$ cat src/design/acc_defines.vh
// Constants for the analog comparator controller: offsets, fields, resets.
// Assumes a 10 MHz peripheral clock and a 32-bit APB register bus.
//
// Summary of operation
// - Drive two eight-way input selects, plus and minus.
// - Writing the select fields puts the selected I/O lines in analog mode.
// - A matching output edge sets the comparison flag and requests interrupt.
// - Any write to mode or analog control register starts masking.
// - Current select 0 gives a masking period of 8 clocks.
// - Current select 1 gives a masking period of 128 clocks.
// - Status reads return bit 31 set while masking runs.
// - In fault mode, match events drive the fault output to the PWM.
// - Fault source is combinational or clock-resynchronized.
// - With protection enabled, writes to protected registers are ignored.
// - A blocked write sets violation flag and records the register offset.
// - Reading the protection status register clears the violation flag.
// - Protected set is the mode and analog control registers only.
// - Hold hysteresis and speed settings and drive them to the cell.
// - Edge type 0 rising, 1 falling, 2 any edge.
// - Fault enable 0 holds fault low; 1 follows flag or output.
// - Edge flag set by a selected edge, cleared on status read.
// - Invert bit flips comparator output before all processing.
`ifndef ACC_DEFINES_VH
`define ACC_DEFINES_VH

// ----------------------------------------------------------------------
// Register offsets
// ----------------------------------------------------------------------
`define ACC_OFS_CTRL     8'h00
`define ACC_OFS_MODE     8'h04
`define ACC_OFS_IEN      8'h24
`define ACC_OFS_IDIS     8'h28
`define ACC_OFS_IMASK    8'h2c
`define ACC_OFS_STATUS   8'h30
`define ACC_OFS_ANALOG   8'h94
`define ACC_OFS_PMODE    8'he4
`define ACC_OFS_PSTAT    8'he8

// ----------------------------------------------------------------------
// Field positions
// ----------------------------------------------------------------------
`define COMPARATOR_MODE_REG_MINUS_LSB 0
`define COMPARATOR_MODE_REG_PLUS_LSB  4
`define COMPARATOR_MODE_REG_EN_BIT    8
`define COMPARATOR_MODE_REG_EDGE_LSB  9
`define COMPARATOR_MODE_REG_INV_BIT   12
`define COMPARATOR_MODE_REG_FSRC_BIT  13
`define COMPARATOR_MODE_REG_FEN_BIT   14
`define ACC_AC_CURRENT_SELECT_BIT_BIT  0
`define ACC_AC_HYST_LSB  1
`define ACC_ST_MASK_BIT  31
`define ACC_WP_KEY_LSB   8
`define ACC_WP_SRC_LSB   8

// ----------------------------------------------------------------------
// Values and reset states
// ----------------------------------------------------------------------
`define ACC_EDGE_RISE    2'h0
`define ACC_EDGE_FALL    2'h1
`define ACC_EDGE_ANY     2'h2
`define ACC_WP_KEY       24'h414343
`define COMPARATOR_MODE_REG_RESET     15'h0000
`define ACC_AC_RESET     3'h0
`define ACC_MASK_SHORT   8'h08
`define ACC_MASK_LONG    8'h80

`endif

$ cat src/design/acc_sync.v
// Two-stage synchronizer for the comparator output.
// Assumes the input is asynchronous to i_mclk.
module acc_sync (
	// Clock and reset
	input  wire i_mclk,
	input  wire i_rst_b,
	// Data
	input  wire i_async,
	output wire o_sync
);
	reg meta_q;
	reg sync_q;

	// ------------------------------------------------------------------
	// Stages
	// ------------------------------------------------------------------
	always @(posedge i_mclk or negedge i_rst_b) begin
		if (!i_rst_b) begin
			meta_q <= 1'b0;
			sync_q <= 1'b0;
		end else begin
			meta_q <= i_async;
			sync_q <= meta_q;
		end
	end

	assign o_sync = sync_q;
endmodule // acc_sync

$ cat src/design/acc_mask_timer.v
// Output masking timer: loads on a settings write, counts down.
// Assumes a single-cycle start pulse.
`include "acc_defines.vh"
module acc_mask_timer (
	// Clock and reset
	input  wire i_mclk,
	input  wire i_rst_b,
	// Control
	input  wire i_start,
	input  wire i_long,
	output wire o_active
);
	reg [7:0] cnt_q;
	reg [7:0] cnt_d;

	// ------------------------------------------------------------------
	// Counter
	// ------------------------------------------------------------------
	always @* begin
		cnt_d = cnt_q;
		if (i_start)
			cnt_d = i_long ? `ACC_MASK_LONG : `ACC_MASK_SHORT;
		else if (cnt_q != 8'h00)
			cnt_d = cnt_q - 8'h01;
	end

	always @(posedge i_mclk or negedge i_rst_b) begin
		if (!i_rst_b)
			cnt_q <= 8'h00;
		else
			cnt_q <= cnt_d;
	end

	assign o_active = (cnt_q != 8'h00);
endmodule // acc_mask_timer

$ cat src/design/acc_ctrl.v
// Analog comparator controller top: APB registers, edge flag, fault out.
// Assumes an APB master on i_mclk and an asynchronous comparator output.
//
// The implementer's own choices: the register offsets and the APB register port.
`include "acc_defines.vh"
module acc_ctrl (
	// Clock and reset
	input  wire        i_mclk,
	input  wire        i_rst_b,
	// APB slave
	input  wire        i_psel,
	input  wire        i_penable,
	input  wire        i_pwrite,
	input  wire [7:0]  i_paddr,
	input  wire [31:0] i_pwdata,
	output wire        o_pready,
	output wire        o_pslverr,
	output reg  [31:0] o_prdata,
	// Analog cell
	input  wire        i_cmp_out,
	output wire [2:0]  o_plus_input_select,
	output wire [2:0]  o_minus_input_select,
	output wire        o_cmp_enable,
	output wire        o_speed_low_power,
	output wire [1:0]  o_hysteresis,
	output reg         o_sel_analog_pulse,
	// Fault, interrupt
	output wire        o_fault,
	output wire        o_irq
);
	// ------------------------------------------------------------------
	// Registers
	// ------------------------------------------------------------------
	reg [14:0] comparator_mode_q;
	reg [2:0]  analog_control_q;
	reg        protect_enable_bit_q;
	reg        protect_violation_flag_q;
	reg [7:0]  violation_offset_field_q;
	reg        irq_mask_q;
	reg        edge_flag_q;
	reg        sync_prev_q;
	reg [31:0] rdata_d;

	wire       wr_acc;
	wire       rd_acc;
	wire       is_prot;
	wire       wr_blocked;
	wire       wr_ok;
	wire       flip;
	wire       cmp_pol;
	wire       cmp_sync;
	wire       masking;
	wire [1:0] edge_type_field;
	wire       rise;
	wire       fall;
	wire       edge_hit;
	wire       soft_rst;
	wire       mask_long;

	function edge_match;
		input [1:0] typ;
		input       r;
		input       f;
		begin
			case (typ)
				`ACC_EDGE_RISE: edge_match = r;
				`ACC_EDGE_FALL: edge_match = f;
				`ACC_EDGE_ANY:  edge_match = r | f;
				default:        edge_match = 1'b0;
			endcase
		end
	endfunction

	// ------------------------------------------------------------------
	// Bus decode
	// ------------------------------------------------------------------
	assign o_pready  = 1'b1;
	assign o_pslverr = 1'b0;
	assign wr_acc    = i_psel & i_penable & i_pwrite;
	assign rd_acc    = i_psel & i_penable & ~i_pwrite;
	assign is_prot   = (i_paddr == `ACC_OFS_MODE) |
	                   (i_paddr == `ACC_OFS_ANALOG);
	assign wr_blocked = wr_acc & is_prot & protect_enable_bit_q;
	assign wr_ok     = wr_acc & ~wr_blocked;
	assign soft_rst  = wr_acc & (i_paddr == `ACC_OFS_CTRL) & i_pwdata[0];
	// Masking length follows an accepted current select write, else the stored current select
	assign mask_long = (wr_ok && i_paddr == `ACC_OFS_ANALOG) ?
	                   i_pwdata[`ACC_AC_CURRENT_SELECT_BIT_BIT] :
	                   analog_control_q[`ACC_AC_CURRENT_SELECT_BIT_BIT];

	// ------------------------------------------------------------------
	// Comparator path
	// ------------------------------------------------------------------
	assign flip    = comparator_mode_q[`COMPARATOR_MODE_REG_INV_BIT];
	assign cmp_pol = i_cmp_out ^ flip;

	acc_sync u_sync (
		.i_mclk  (i_mclk),
		.i_rst_b (i_rst_b),
		.i_async (cmp_pol),
		.o_sync  (cmp_sync)
	);

	acc_mask_timer u_mask (
		.i_mclk   (i_mclk),
		.i_rst_b  (i_rst_b),
		.i_start  (wr_acc & is_prot),
		.i_long   (mask_long),
		.o_active (masking)
	);

	assign edge_type_field = comparator_mode_q[`COMPARATOR_MODE_REG_EDGE_LSB +: 2];
	assign rise     = cmp_sync & ~sync_prev_q;
	assign fall     = ~cmp_sync & sync_prev_q;
	assign edge_hit = edge_match(edge_type_field, rise, fall) & ~masking &
	                  comparator_mode_q[`COMPARATOR_MODE_REG_EN_BIT];

	// ------------------------------------------------------------------
	// Register writes and flags
	// ------------------------------------------------------------------
	always @(posedge i_mclk or negedge i_rst_b) begin
		if (!i_rst_b) begin
			comparator_mode_q        <= `COMPARATOR_MODE_REG_RESET;
			analog_control_q         <= `ACC_AC_RESET;
			protect_enable_bit_q     <= 1'b0;
			protect_violation_flag_q <= 1'b0;
			violation_offset_field_q <= 8'h00;
			irq_mask_q               <= 1'b0;
			edge_flag_q              <= 1'b0;
			sync_prev_q              <= 1'b0;
			o_sel_analog_pulse       <= 1'b0;
		end else begin
			sync_prev_q        <= cmp_sync;
			o_sel_analog_pulse <= 1'b0;
			if (soft_rst) begin
				comparator_mode_q <= `COMPARATOR_MODE_REG_RESET;
				analog_control_q  <= `ACC_AC_RESET;
				irq_mask_q        <= 1'b0;
			end
			if (wr_ok && i_paddr == `ACC_OFS_MODE) begin
				comparator_mode_q  <= i_pwdata[14:0];
				o_sel_analog_pulse <= 1'b1;
			end
			if (wr_ok && i_paddr == `ACC_OFS_ANALOG)
				analog_control_q <= i_pwdata[2:0];
			if (wr_acc && i_paddr == `ACC_OFS_PMODE &&
			    i_pwdata[31:8] == `ACC_WP_KEY)
				protect_enable_bit_q <= i_pwdata[0];
			if (wr_acc && i_paddr == `ACC_OFS_IEN && i_pwdata[0])
				irq_mask_q <= 1'b1;
			else if (wr_acc && i_paddr == `ACC_OFS_IDIS && i_pwdata[0])
				irq_mask_q <= 1'b0;
			// Set wins over read clear
			if (wr_blocked) begin
				protect_violation_flag_q <= 1'b1;
				violation_offset_field_q <= i_paddr;
			end else if (rd_acc && i_paddr == `ACC_OFS_PSTAT &&
			             o_prdata[0])
				protect_violation_flag_q <= 1'b0;
			if (edge_hit)
				edge_flag_q <= 1'b1;
			// Only a flag already latched for the reader is cleared
			else if (rd_acc && i_paddr == `ACC_OFS_STATUS &&
			         o_prdata[0])
				edge_flag_q <= 1'b0;
		end
	end

	// ------------------------------------------------------------------
	// Read mux
	// ------------------------------------------------------------------
	always @* begin
		rdata_d = 32'h00000000;
		case (i_paddr)
			`ACC_OFS_MODE:   rdata_d = {17'h00000, comparator_mode_q};
			`ACC_OFS_IMASK:  rdata_d = {31'h00000000, irq_mask_q};
			`ACC_OFS_STATUS: rdata_d = {masking, 29'h00000000,
			                            cmp_sync, edge_flag_q};
			`ACC_OFS_ANALOG: rdata_d = {29'h00000000, analog_control_q};
			`ACC_OFS_PMODE:  rdata_d = {31'h00000000, protect_enable_bit_q};
			`ACC_OFS_PSTAT:  rdata_d = {16'h0000, violation_offset_field_q,
			                            7'h00, protect_violation_flag_q};
			default:         rdata_d = 32'h00000000;
		endcase
	end

	always @(posedge i_mclk or negedge i_rst_b) begin
		if (!i_rst_b)
			o_prdata <= 32'h00000000;
		else if (i_psel && !i_penable && !i_pwrite)
			o_prdata <= rdata_d;
	end

	// ------------------------------------------------------------------
	// Outputs to the analog cell, fault and interrupt
	// ------------------------------------------------------------------
	assign o_minus_input_select = comparator_mode_q[`COMPARATOR_MODE_REG_MINUS_LSB +: 3];
	assign o_plus_input_select  = comparator_mode_q[`COMPARATOR_MODE_REG_PLUS_LSB +: 3];
	assign o_cmp_enable         = comparator_mode_q[`COMPARATOR_MODE_REG_EN_BIT];
	assign o_speed_low_power    = analog_control_q[`ACC_AC_CURRENT_SELECT_BIT_BIT];
	assign o_hysteresis         = analog_control_q[`ACC_AC_HYST_LSB +: 2];
	assign o_fault = comparator_mode_q[`COMPARATOR_MODE_REG_FEN_BIT] &
	                 (comparator_mode_q[`COMPARATOR_MODE_REG_FSRC_BIT] ? cmp_pol
	                                                     : edge_flag_q);
	assign o_irq = edge_flag_q & irq_mask_q;
endmodule // acc_ctrl

$ cat config.mk
export PLATFORM = sky130hd
export DESIGN_NAME = acc_ctrl
export DESIGN_NICKNAME = d
export VERILOG_FILES = /design/src/design/acc_sync.v /design/src/design/acc_mask_timer.v /design/src/design/acc_ctrl.v
export VERILOG_INCLUDE_DIRS = /design/src /design/src/design
export SDC_FILE = /design/constraint.sdc
export NUM_CORES = 1
export LEC_CHECK = 0
export ABC_AREA = 1
export CAP_MARGIN = 20
export CORE_AREA = 2 2 75 77
export CTS_CLUSTER_SIZE = 40
export DETAILED_ROUTE_END_ITERATION = 16
export DIE_AREA = 0 0 77 79
export DONT_BUFFER_PORTS = 1
export PLACE_DENSITY = 0.9
export SYNTH_ARGS = -nofsm -noshare
export SYNTH_HDL_FRONTEND = slang
export SYNTH_HIERARCHICAL = 1
export SYNTH_SLANG_ARGS = --single-unit
$ cat constraint.sdc
create_clock -name i_mclk -period 2.83 [get_ports i_mclk]
set_input_delay 0.4245 -clock i_mclk [delete_from_list [all_inputs] [get_ports i_mclk]]
set_output_delay 0.4245 -clock i_mclk [all_outputs]
set_load 0.02 [all_outputs]
==> results.txt, run 1 <==
The number of buffers between clock root and the deepest sink came out at 2. The final number of setup-violating endpoints is 0. Yosys mapped a number of flops with a built-in enable equal to 0. The number of hold violations in the final report came out at 0. The end-of-flow core utilization came out at 0.647. The library cell used most frequently in the layout, excluding fill and tap cells, is sky130_fd_sc_hd__nand2_1. The worst setup path is of the input port to register kind. Entering global routing, the biggest net connects 60 pins. CTS placed an instance of sky130_fd_sc_hd__clkbuf_8 at the clock tree root.

Summed over all layers, the routed wires come to 7470 um. The transition at the pin with the smallest max-transition slack came out at 0.646 ns. The number of nets at the end of the flow is 455. The share of the Yosys chip area taken by registers is 0.440. The critical path endpoint category is a register. Across the routed clock network, the largest skew measured is 0.00483 ns. The count of standard-cell rows is 27. The number of H-tree branching levels is 3. STA puts the critical path data arrival time at 1.95 ns.

The clock drives 59 sinks. The overall fraction of global-route tracks in use came out at 0.253. The floorplan step defined a die boundary enclosing 6080 sq um.

The die is 77 um wide. The number of distinct library cells after synthesis came out at 39. The leftover overflow at the end of global routing came out at 0.

The detailed-route vias per instance came out at 5.60. Ranked by total cell area, the synthesized netlist is headed by sky130_fd_sc_hd__dfrtp_1 44%, sky130_fd_sc_hd__nand2_1 13%, sky130_fd_sc_hd__nand3_1 6.3%, sky130_fd_sc_hd__buf_4 5.4%, sky130_fd_sc_hd__inv_1 4.1%. The total core area came out at 5340 sq um. Summed over all instances, the cell type with the most area after synthesis is sky130_fd_sc_hd__dfrtp_1. The area growth from synthesis to layout is 2.76%. The clock slew at the register clock pins of the worst setup and hold paths is 0.06 ns. The floorplan step set the die height to 79 um. Summing all placed instances gives a cell area of 3250 sq um. Of all nets on the critical path, the largest fanout is 18.

The number of global-route vias before repair came to 2598. In the layout the commonest cells are 112 x sky130_fd_sc_hd__nand2_1, 59 x sky130_fd_sc_hd__dfrtp_1, 42 x sky130_fd_sc_hd__nand3_1, 37 x sky130_fd_sc_hd__inv_1, 35 x sky130_fd_sc_hd__nor2_1. The post-DP HPWL is 5340 um. The first TritonRoute pass finished after 5 iterations. The count of inserted antenna diode cells came out at 0. The clock buffer count from CTS is 9.

After the first detailed-routing iteration, the DRC count stood at 249. The maximum operating frequency is 596 MHz. The data required time of the worst path is 3.10 ns. The number of cells after detailed placement is 464.

The total negative setup slack came out at 0 ns. The cell count after synthesis came out at 409. The final period demand of the worst path came out at 1.68 ns.

The number of max-slew violations in the final report is 0. The TritonCTS clock tree is yes. The mapped cell area is 3360 sq um. The wire length per cell is 15.5 um. Measured against its own limit, the worst slew margin works out to 0.569. A synthesized cell averages 8.21 sq um. Setup repair after global routing left no endpoint under its margin.

Total power for the finished layout comes to 1.94 mW. The number of vias in the routed layout came out at 2693. The number of antenna violations at the first check in global routing is 0. The wire length of the first global-routing pass is 11800 um.

The type of the tightest min-delay check is input port to register. After synthesis the netlist holds a flip-flop and latch count of 59. In this run the static leakage power is 1.85 nW. The count of input and output buffers came out at 0.

The post-CTS repair timing setup buffer count came out at 0. The starting density of the core came out at 0.629. The boundary pin count is 93. The flow ran to the end, and the final reports show no timing, DRC or antenna violations. The fraction of registers with async set/reset is 1.00. The final antenna-violating net count came out at 0. The fill cell instance count of the final layout came out at 451.

The post-route DRC violation count came out at 0. The most used flip-flop cell after synthesis is sky130_fd_sc_hd__dfrtp_1. The non-filler instance count after layout is 481.

The areal power density over the cells is 562 nW/um^2. The clock latency reported for the late side of the worst-skew pair came out at 0.34 ns. Routability-driven placement finished with a final weighted congestion of 0.870. After routing the design area is 3450 sq um. The area share of the largest cell type after synthesis is 0.440. The kind of launch point of the worst setup path is an input port. The final period utilization came out at 0.593.

The count of synthesis-stage warnings from yosys came out at 6. VDD sags by at most 324 uV. The proportion of layout cells with a drive suffix above 1 came out at 0.149. The tool flagged a number of max-cap violations equal to 0.
-- worst paths after layout --
path,slack [ns],endpoint,cells past startpoint,start
max,1.15,u_mask/cnt_q[7]$_DFFE_PN0P_,11,i_paddr[0]
min,0.19,u_sync/meta_q$_DFF_PN0_,1,i_cmp_out
max reg2reg,1.30,u_mask/cnt_q[7]$_DFFE_PN0P_,7,protect_enable_bit_q$_DFFE_PN0P_
min reg2reg,0.36,u_sync/o_sync$_DFF_PN0_,0,u_sync/meta_q$_DFF_PN0_
max in group asynchronous,1.95,o_prdata[8]$_DFFE_PN0P_,2,i_rst_b
min in group asynchronous,0.59,irq_mask_q$_DFFE_PN0P_,2,i_rst_b
-- report_power, final --
group	internal [mW]	total (mW)	switching, mW
registers	0.899	0.965	0.0661
logic	0.102	0.327	0.225
clock network	0.332	0.647	0.315
total	1.33	1.94	0.606
-- synthesized netlist by cell type, types with 3 or more instances --
| library cell | instances |
|---|---|
| sky130_fd_sc_hd__ha_1 | 4 |
| sky130_fd_sc_hd__dfrtp_1 | 59 |
| sky130_fd_sc_hd__buf_4 | 24 |
| sky130_fd_sc_hd__buf_2 | 3 |
| sky130_fd_sc_hd__nor2_1 | 35 |
| sky130_fd_sc_hd__nand3_1 | 42 |
| sky130_fd_sc_hd__nand3b_1 | 3 |
| sky130_fd_sc_hd__buf_6 | 4 |
| sky130_fd_sc_hd__nor3_1 | 3 |
| sky130_fd_sc_hd__a21oi_1 | 5 |
| sky130_fd_sc_hd__nand2_4 | 3 |
| sky130_fd_sc_hd__o21ai_0 | 13 |
| sky130_fd_sc_hd__nand3_4 | 3 |
| sky130_fd_sc_hd__inv_2 | 10 |
| sky130_fd_sc_hd__nand2_1 | 112 |
| sky130_fd_sc_hd__inv_1 | 37 |
| sky130_fd_sc_hd__nand2_2 | 5 |
| sky130_fd_sc_hd__nand3_2 | 12 |
| sky130_fd_sc_hd__nand4_1 | 6 |
-- metrics by stage --
stage	setup slack (ns)	hold slack, ns
6_report	1.15	0.186
5_1_grt	1.02	0.179
4_1_cts	1.17	0.171
3_5_place_dp	0.823	0.130
3_3_place_gp	0.889	0.130
2_1_floorplan	1.16	0.129
-- flip-flops by register name, indices dropped and copies added, names as in the netlist --
| register | count |
|---|---|
| sync_prev_q | 1 |
| u_mask/cnt_q | 8 |
| violation_offset_field_q | 8 |
| comparator_mode_q | 15 |
| irq_mask_q | 1 |
| u_sync/o_sync | 1 |
| o_sel_analog_pulse | 1 |
| analog_control_q | 3 |
| protect_enable_bit_q | 1 |
| u_sync/meta_q | 1 |
| protect_violation_flag_q | 1 |
| o_prdata | 17 |
| edge_flag_q | 1 |
-- layer usage --
layer | vias up | routed length, um | GRT usage | share of wire
met2 | 119 | 3790 | 0.430 | 0.51
met1 | 1295 | 2920 | 0.298 | 0.39
li1 | 1257 | - | - | -
met4 | 0 | 235 | 0.159 | 0.031
met5 | - | 0 | 0 | 0
met3 | 22 | 527 | 0.0477 | 0.071
-- critical path, cell delays in order --
cell and delay [ns]:
sky130_fd_sc_hd__inv_1 0.03, sky130_fd_sc_hd__nand2_2 0.10, sky130_fd_sc_hd__nor2_4 0.05, sky130_fd_sc_hd__nand2_2 0.28
sky130_fd_sc_hd__nand2_4 0.12, sky130_fd_sc_hd__a21oi_4 0.41, sky130_fd_sc_hd__nand3_1 0.17, sky130_fd_sc_hd__nand2_1 0.10
sky130_fd_sc_hd__or2_2 0.12, sky130_fd_sc_hd__nand2_1 0.05, sky130_fd_sc_hd__nor2_1 0.09
-- cells by family (layout without fill, tap and decap cells) --
family / Yosys count / after routing / share of synthesized area
and+or+nand+nor: 232 / 232 / 0.348
buffers and inverters: 81 / 66 / 0.134
DFF: 59 / 59 / 0.440
AOI/OAI and AO/OA: 30 / 30 / 0.0585
adders and majority gates: 4 / 4 / 0.0149
other: 2 / 17 / 0.00224
xor gates and xnor gates: 1 / 1 / 0.00261
-- layout make-up --
type / count / area [sq um] / share of cell area
sequential: 59 / 1480 / 0.428
clock inverter: 3 / 15.0 / 0.00435
multi-input combinational: 284 / 1490 / 0.431
inverter: 48 / 193 / 0.0558
clock buffer: 12 / 145 / 0.0421
timing repair buffer: 3 / 45.0 / 0.0131
tap: 72 / 90.1 / 0.0261
-- repair_timing --
| action | 4_1_cts | 5_1_grt |
|---|---|---|
| hold buffers | 2 | 0 |
| endpoints found under the hold margin | 59 | 0 |
| gates resized for setup | 0 | 0 |
Note: power is estimated with default switching activity, not from simulation.
==> inputs of run 2 (changes only) <==
--- a/config.mk
+++ b/config.mk
@@ -8,12 +8,12 @@
 export LEC_CHECK = 0
 export ABC_AREA = 1
 export CAP_MARGIN = 20
-export CORE_AREA = 2 2 75 77
+export CORE_AREA = 2 2 80 82
 export CTS_CLUSTER_SIZE = 40
 export DETAILED_ROUTE_END_ITERATION = 16
-export DIE_AREA = 0 0 77 79
+export DIE_AREA = 0 0 82 84
 export DONT_BUFFER_PORTS = 1
-export PLACE_DENSITY = 0.9
+export PLACE_DENSITY = 0.84
 export SYNTH_ARGS = -nofsm -noshare
 export SYNTH_HDL_FRONTEND = slang
 export SYNTH_HIERARCHICAL = 1
==> constraint.sdc (replaced) <==
create_clock -name i_mclk -period 1.4 [get_ports i_mclk]
set_input_delay 0.21 -clock i_mclk [delete_from_list [all_inputs] [get_ports i_mclk]]
set_output_delay 0.21 -clock i_mclk [all_outputs]
set_load 0.02 [all_outputs]
==> results.txt, run 2 (synthesis gave the netlist of run 1 again) <==
STA classifies the critical path startpoint as a register. The number of max-slew violations in the final report is 0 (unchanged). The die outline height came out at 84 um (+6.3%).

The final instance area was 3560 sq um (+3.3%). The number of buffers between clock root and the deepest sink came out at 2 (unchanged). The final-layout worst hold slack is -0.437 ns (-0.623 ns). TritonCTS built the clock tree. The total core area is 6100 sq um (+14%). The register name with the most flops is o_prdata. The proportion of layout cells with a drive suffix above 1 is 0.184 (+0.0353). The number of global-route vias before repair is 2623 (+0.96%).

The sink count of the clock tree is 59 (unchanged). The setup path with the least slack is of type register to primary output. The flow ran to the end, but the final reports show violations. The number of violations of the max-capacitance limit is 0 (unchanged). The setup slack at placement came to 0.0271 ns (-0.796 ns).

The final worst slack came out at 0.0600 ns (-1.09 ns). The leftover overflow at the end of global routing is 0 (unchanged). The wire length after detailed routing came to 7280 um (-2.5%).

The post-route DRC violation count was 0 (unchanged). The boundary pin count is 93 (unchanged). The post-DP HPWL was 5460 um (+2.4%).

The count of inserted antenna diode cells came to 0 (unchanged). Leaving out fill and tap cells, the most frequent cells in the layout are 111 x sky130_fd_sc_hd__nand2_1, 59 x sky130_fd_sc_hd__dfrtp_1, 42 x sky130_fd_sc_hd__nand3_1, 35 x sky130_fd_sc_hd__nor2_1, 34 x sky130_fd_sc_hd__inv_1. The count of standard-cell rows is 29 (+7.4%).

The clock period could shrink to 1.34 ns. The number of H-tree branching levels is 3 (unchanged). The data required time of the worst path came to 1.19 ns (-1.91 ns). The power share of the clock group came out at 0.346 (+0.012). The final period utilization is 0.957. The net switching share of the total power is 0.296 (-0.0161). The final antenna-violating net count came out at 0 (unchanged).

The design internal power came out at 2.76 mW (+110%). The wire length per cell came out at 14.6 um (-6.2%). The flip-flop count of the largest register after layout is 17 (unchanged). The width of the chip came to 82 um (+6.5%). The combinational power share is 0.159 (-0.010). The standard cell area after detailed placement came out at 3360 sq um (+3.2%). The largest net degree at the start of global routing came out at 60 (unchanged). The transition at the pin with the smallest max-transition slack came to 0.612 ns (-0.0344 ns). The number of cells after detailed placement came out at 480 (+3.4%). The die area came out at 6890 sq um (+13%). The maximum net fanout on the critical path came to 2 (-16). The starting density of the core is 0.551 (-0.0783). Walking the worst path, the cells encountered are xor2_1 > o21ai_1 > inv_2. The checks that failed: negative hold slack. The number of vias in the routed layout was 2649 (-1.6%). The overall fraction of global-route tracks in use is 0.237 (-0.0157). The critical path endpoint category is a primary output. The number of search-and-repair iterations in the first detailed-routing pass came out at 4 (-1). The total negative setup slack is 0 ns (unchanged). The routability-driven placement congestion ratio came out at 0.830 (-4.6%). The largest vdd supply drop is 977 uV (+200%). The number of hold violations in the final report is 59 (+59). Setup repair after global routing left no endpoint under its margin. The switching power came out at 1.16 mW (+92%).

The type of the tightest min-delay check is input port to async pin. The number of nets at the end of the flow was 468 (+2.9%). The count of input and output buffers came out at 0 (unchanged). The number of DRC markers in iteration 0 was 217 (-13%). The final number of setup-violating endpoints is 0 (unchanged). The clock latency reported for the late side of the worst-skew pair came out at 0.34 ns (about the same).

The non-filler instance count after layout came out at 500 (+4.0%). The clock slew at the register clock pins of the worst setup and hold paths came out at 0.07 ns (about the same). The detailed-route vias per instance came out at 5.30 (-5.4%). The leakage component of the power is 1.90 nW (+2.9%). CTS placed an instance of sky130_fd_sc_hd__clkbuf_8 at the clock tree root. The part of the power in registers came out at 0.495 (-0.003). In the final layout, the registers with the most flip-flops are o_prdata (17), comparator_mode_q (15). The post-route clock skew is 0.0116 ns (+0.00679 ns). The worst relative slew slack is 0.592 (+0.0230). The end-of-flow core utilization came out at 0.585 (-0.0619). The clock buffer count from CTS is 9 (unchanged). The number of antenna violations at the first check in global routing came out at 0 (unchanged). The slowest stage of the critical path is the sky130_fd_sc_hd__dfrtp_1 cell. The wire length of the first global-routing pass came out at 12300 um (+4.1%).

The areal power density over the cells is 1100 nW/um^2 (+96%). The maximum operating frequency came out at 746 MHz. The data arrival at the endpoint of the critical path came out at 1.13 ns (-0.82 ns).

The area growth from synthesis to layout is 6.11%. The largest stage delay on the critical path is 0.39 ns (-0.02 ns). Leaving out fill and tap cells, the most frequent cell in the layout is sky130_fd_sc_hd__nand2_1.
==> run 2: cell types whose count changed in the layout (fill, tap and decap cells not counted), sizes merged <==
cell | before | now
buf | 2 | 14
clkbuf | 12 | 14
clkinv | 4 | 3
dlygate4sd3 | 1 | 2
==> run 2: metal layers <==
layer | track usage | vias to the layer above | share of wire
met1 | 0.313 | 1234 | 0.40
met5 | 0 | - | 0
met4 | 0.106 | 0 | 0.038
li1 | - | 1285 | -
met2 | 0.350 | 106 | 0.48
met3 | 0.0812 | 24 | 0.081
==> run 2: worst paths after layout <==
kind	cells past startpoint	to	from	slack, ns
max	3	o_fault	comparator_mode_q[12]$_DFFE_PN0P_	0.06
min	0	u_mask/cnt_q[6]$_DFFE_PN0P_	i_rst_b	-0.44
max reg2reg	6	u_mask/cnt_q[4]$_DFFE_PN0P_	u_mask/cnt_q[0]$_DFFE_PN0P_	0.11
min reg2reg	0	u_sync/o_sync$_DFF_PN0_	u_sync/meta_q$_DFF_PN0_	0.35
max in group asynchronous	0	irq_mask_q$_DFFE_PN0P_	i_rst_b	1.72
min in group i_mclk	2	comparator_mode_q[9]$_DFFE_PN0P_	i_pwdata[9]	0.01
==> run 2: timing repair <==
item / in CTS / in global routing
setup buffers: 1 / 1
setup endpoints to repair: 1 / 1
hold buffers: 1 / 1
gates resized for setup: 1 / 1
pin swaps: 0 / 2
endpoints found under the hold margin: 60 / 60
==> run 2: through the flow <==
step	power, mW	hold slack (ns)
after floorplan	2.51	-0.0856
after global placement	2.54	-0.0838
after detailed placement	2.59	-0.0836
after CTS	3.94	-0.447
after global routing	4.13	-0.465
final	3.92	-0.437
==> run 2: cell type report <==
cell class | count | area (sq um)
clock buffers | 14 | 163
repair buffers | 16 | 125
clock inverters | 2 | 10.0
well taps | 77 | 96.3
inverters | 48 | 193
fillers | 544 | 2530
flip-flops and latches | 59 | 1480
multi-input cells | 284 | 1500
==> run 2: worst max-delay path, delay by kind of cell (launching register included) <==
kind / cells / cell delay [ns]
XOR/XNOR: 1 / 0.16
AO/OA/AOI/OAI: 1 / 0.16
flip-flops: 1 / 0.39
buffers and inverters: 1 / 0.09
==> run 2: power by group through the flow <==
stage          clock [mW]  combinational (mW)  sequential (mW)
6_report             1.36               0.624             1.94
5_1_grt              1.48               0.698             1.95
4_1_cts              1.38               0.624             1.94
3_5_place_dp            0               0.618             1.97
3_3_place_gp            0               0.577             1.96
2_1_floorplan           0               0.570             1.94
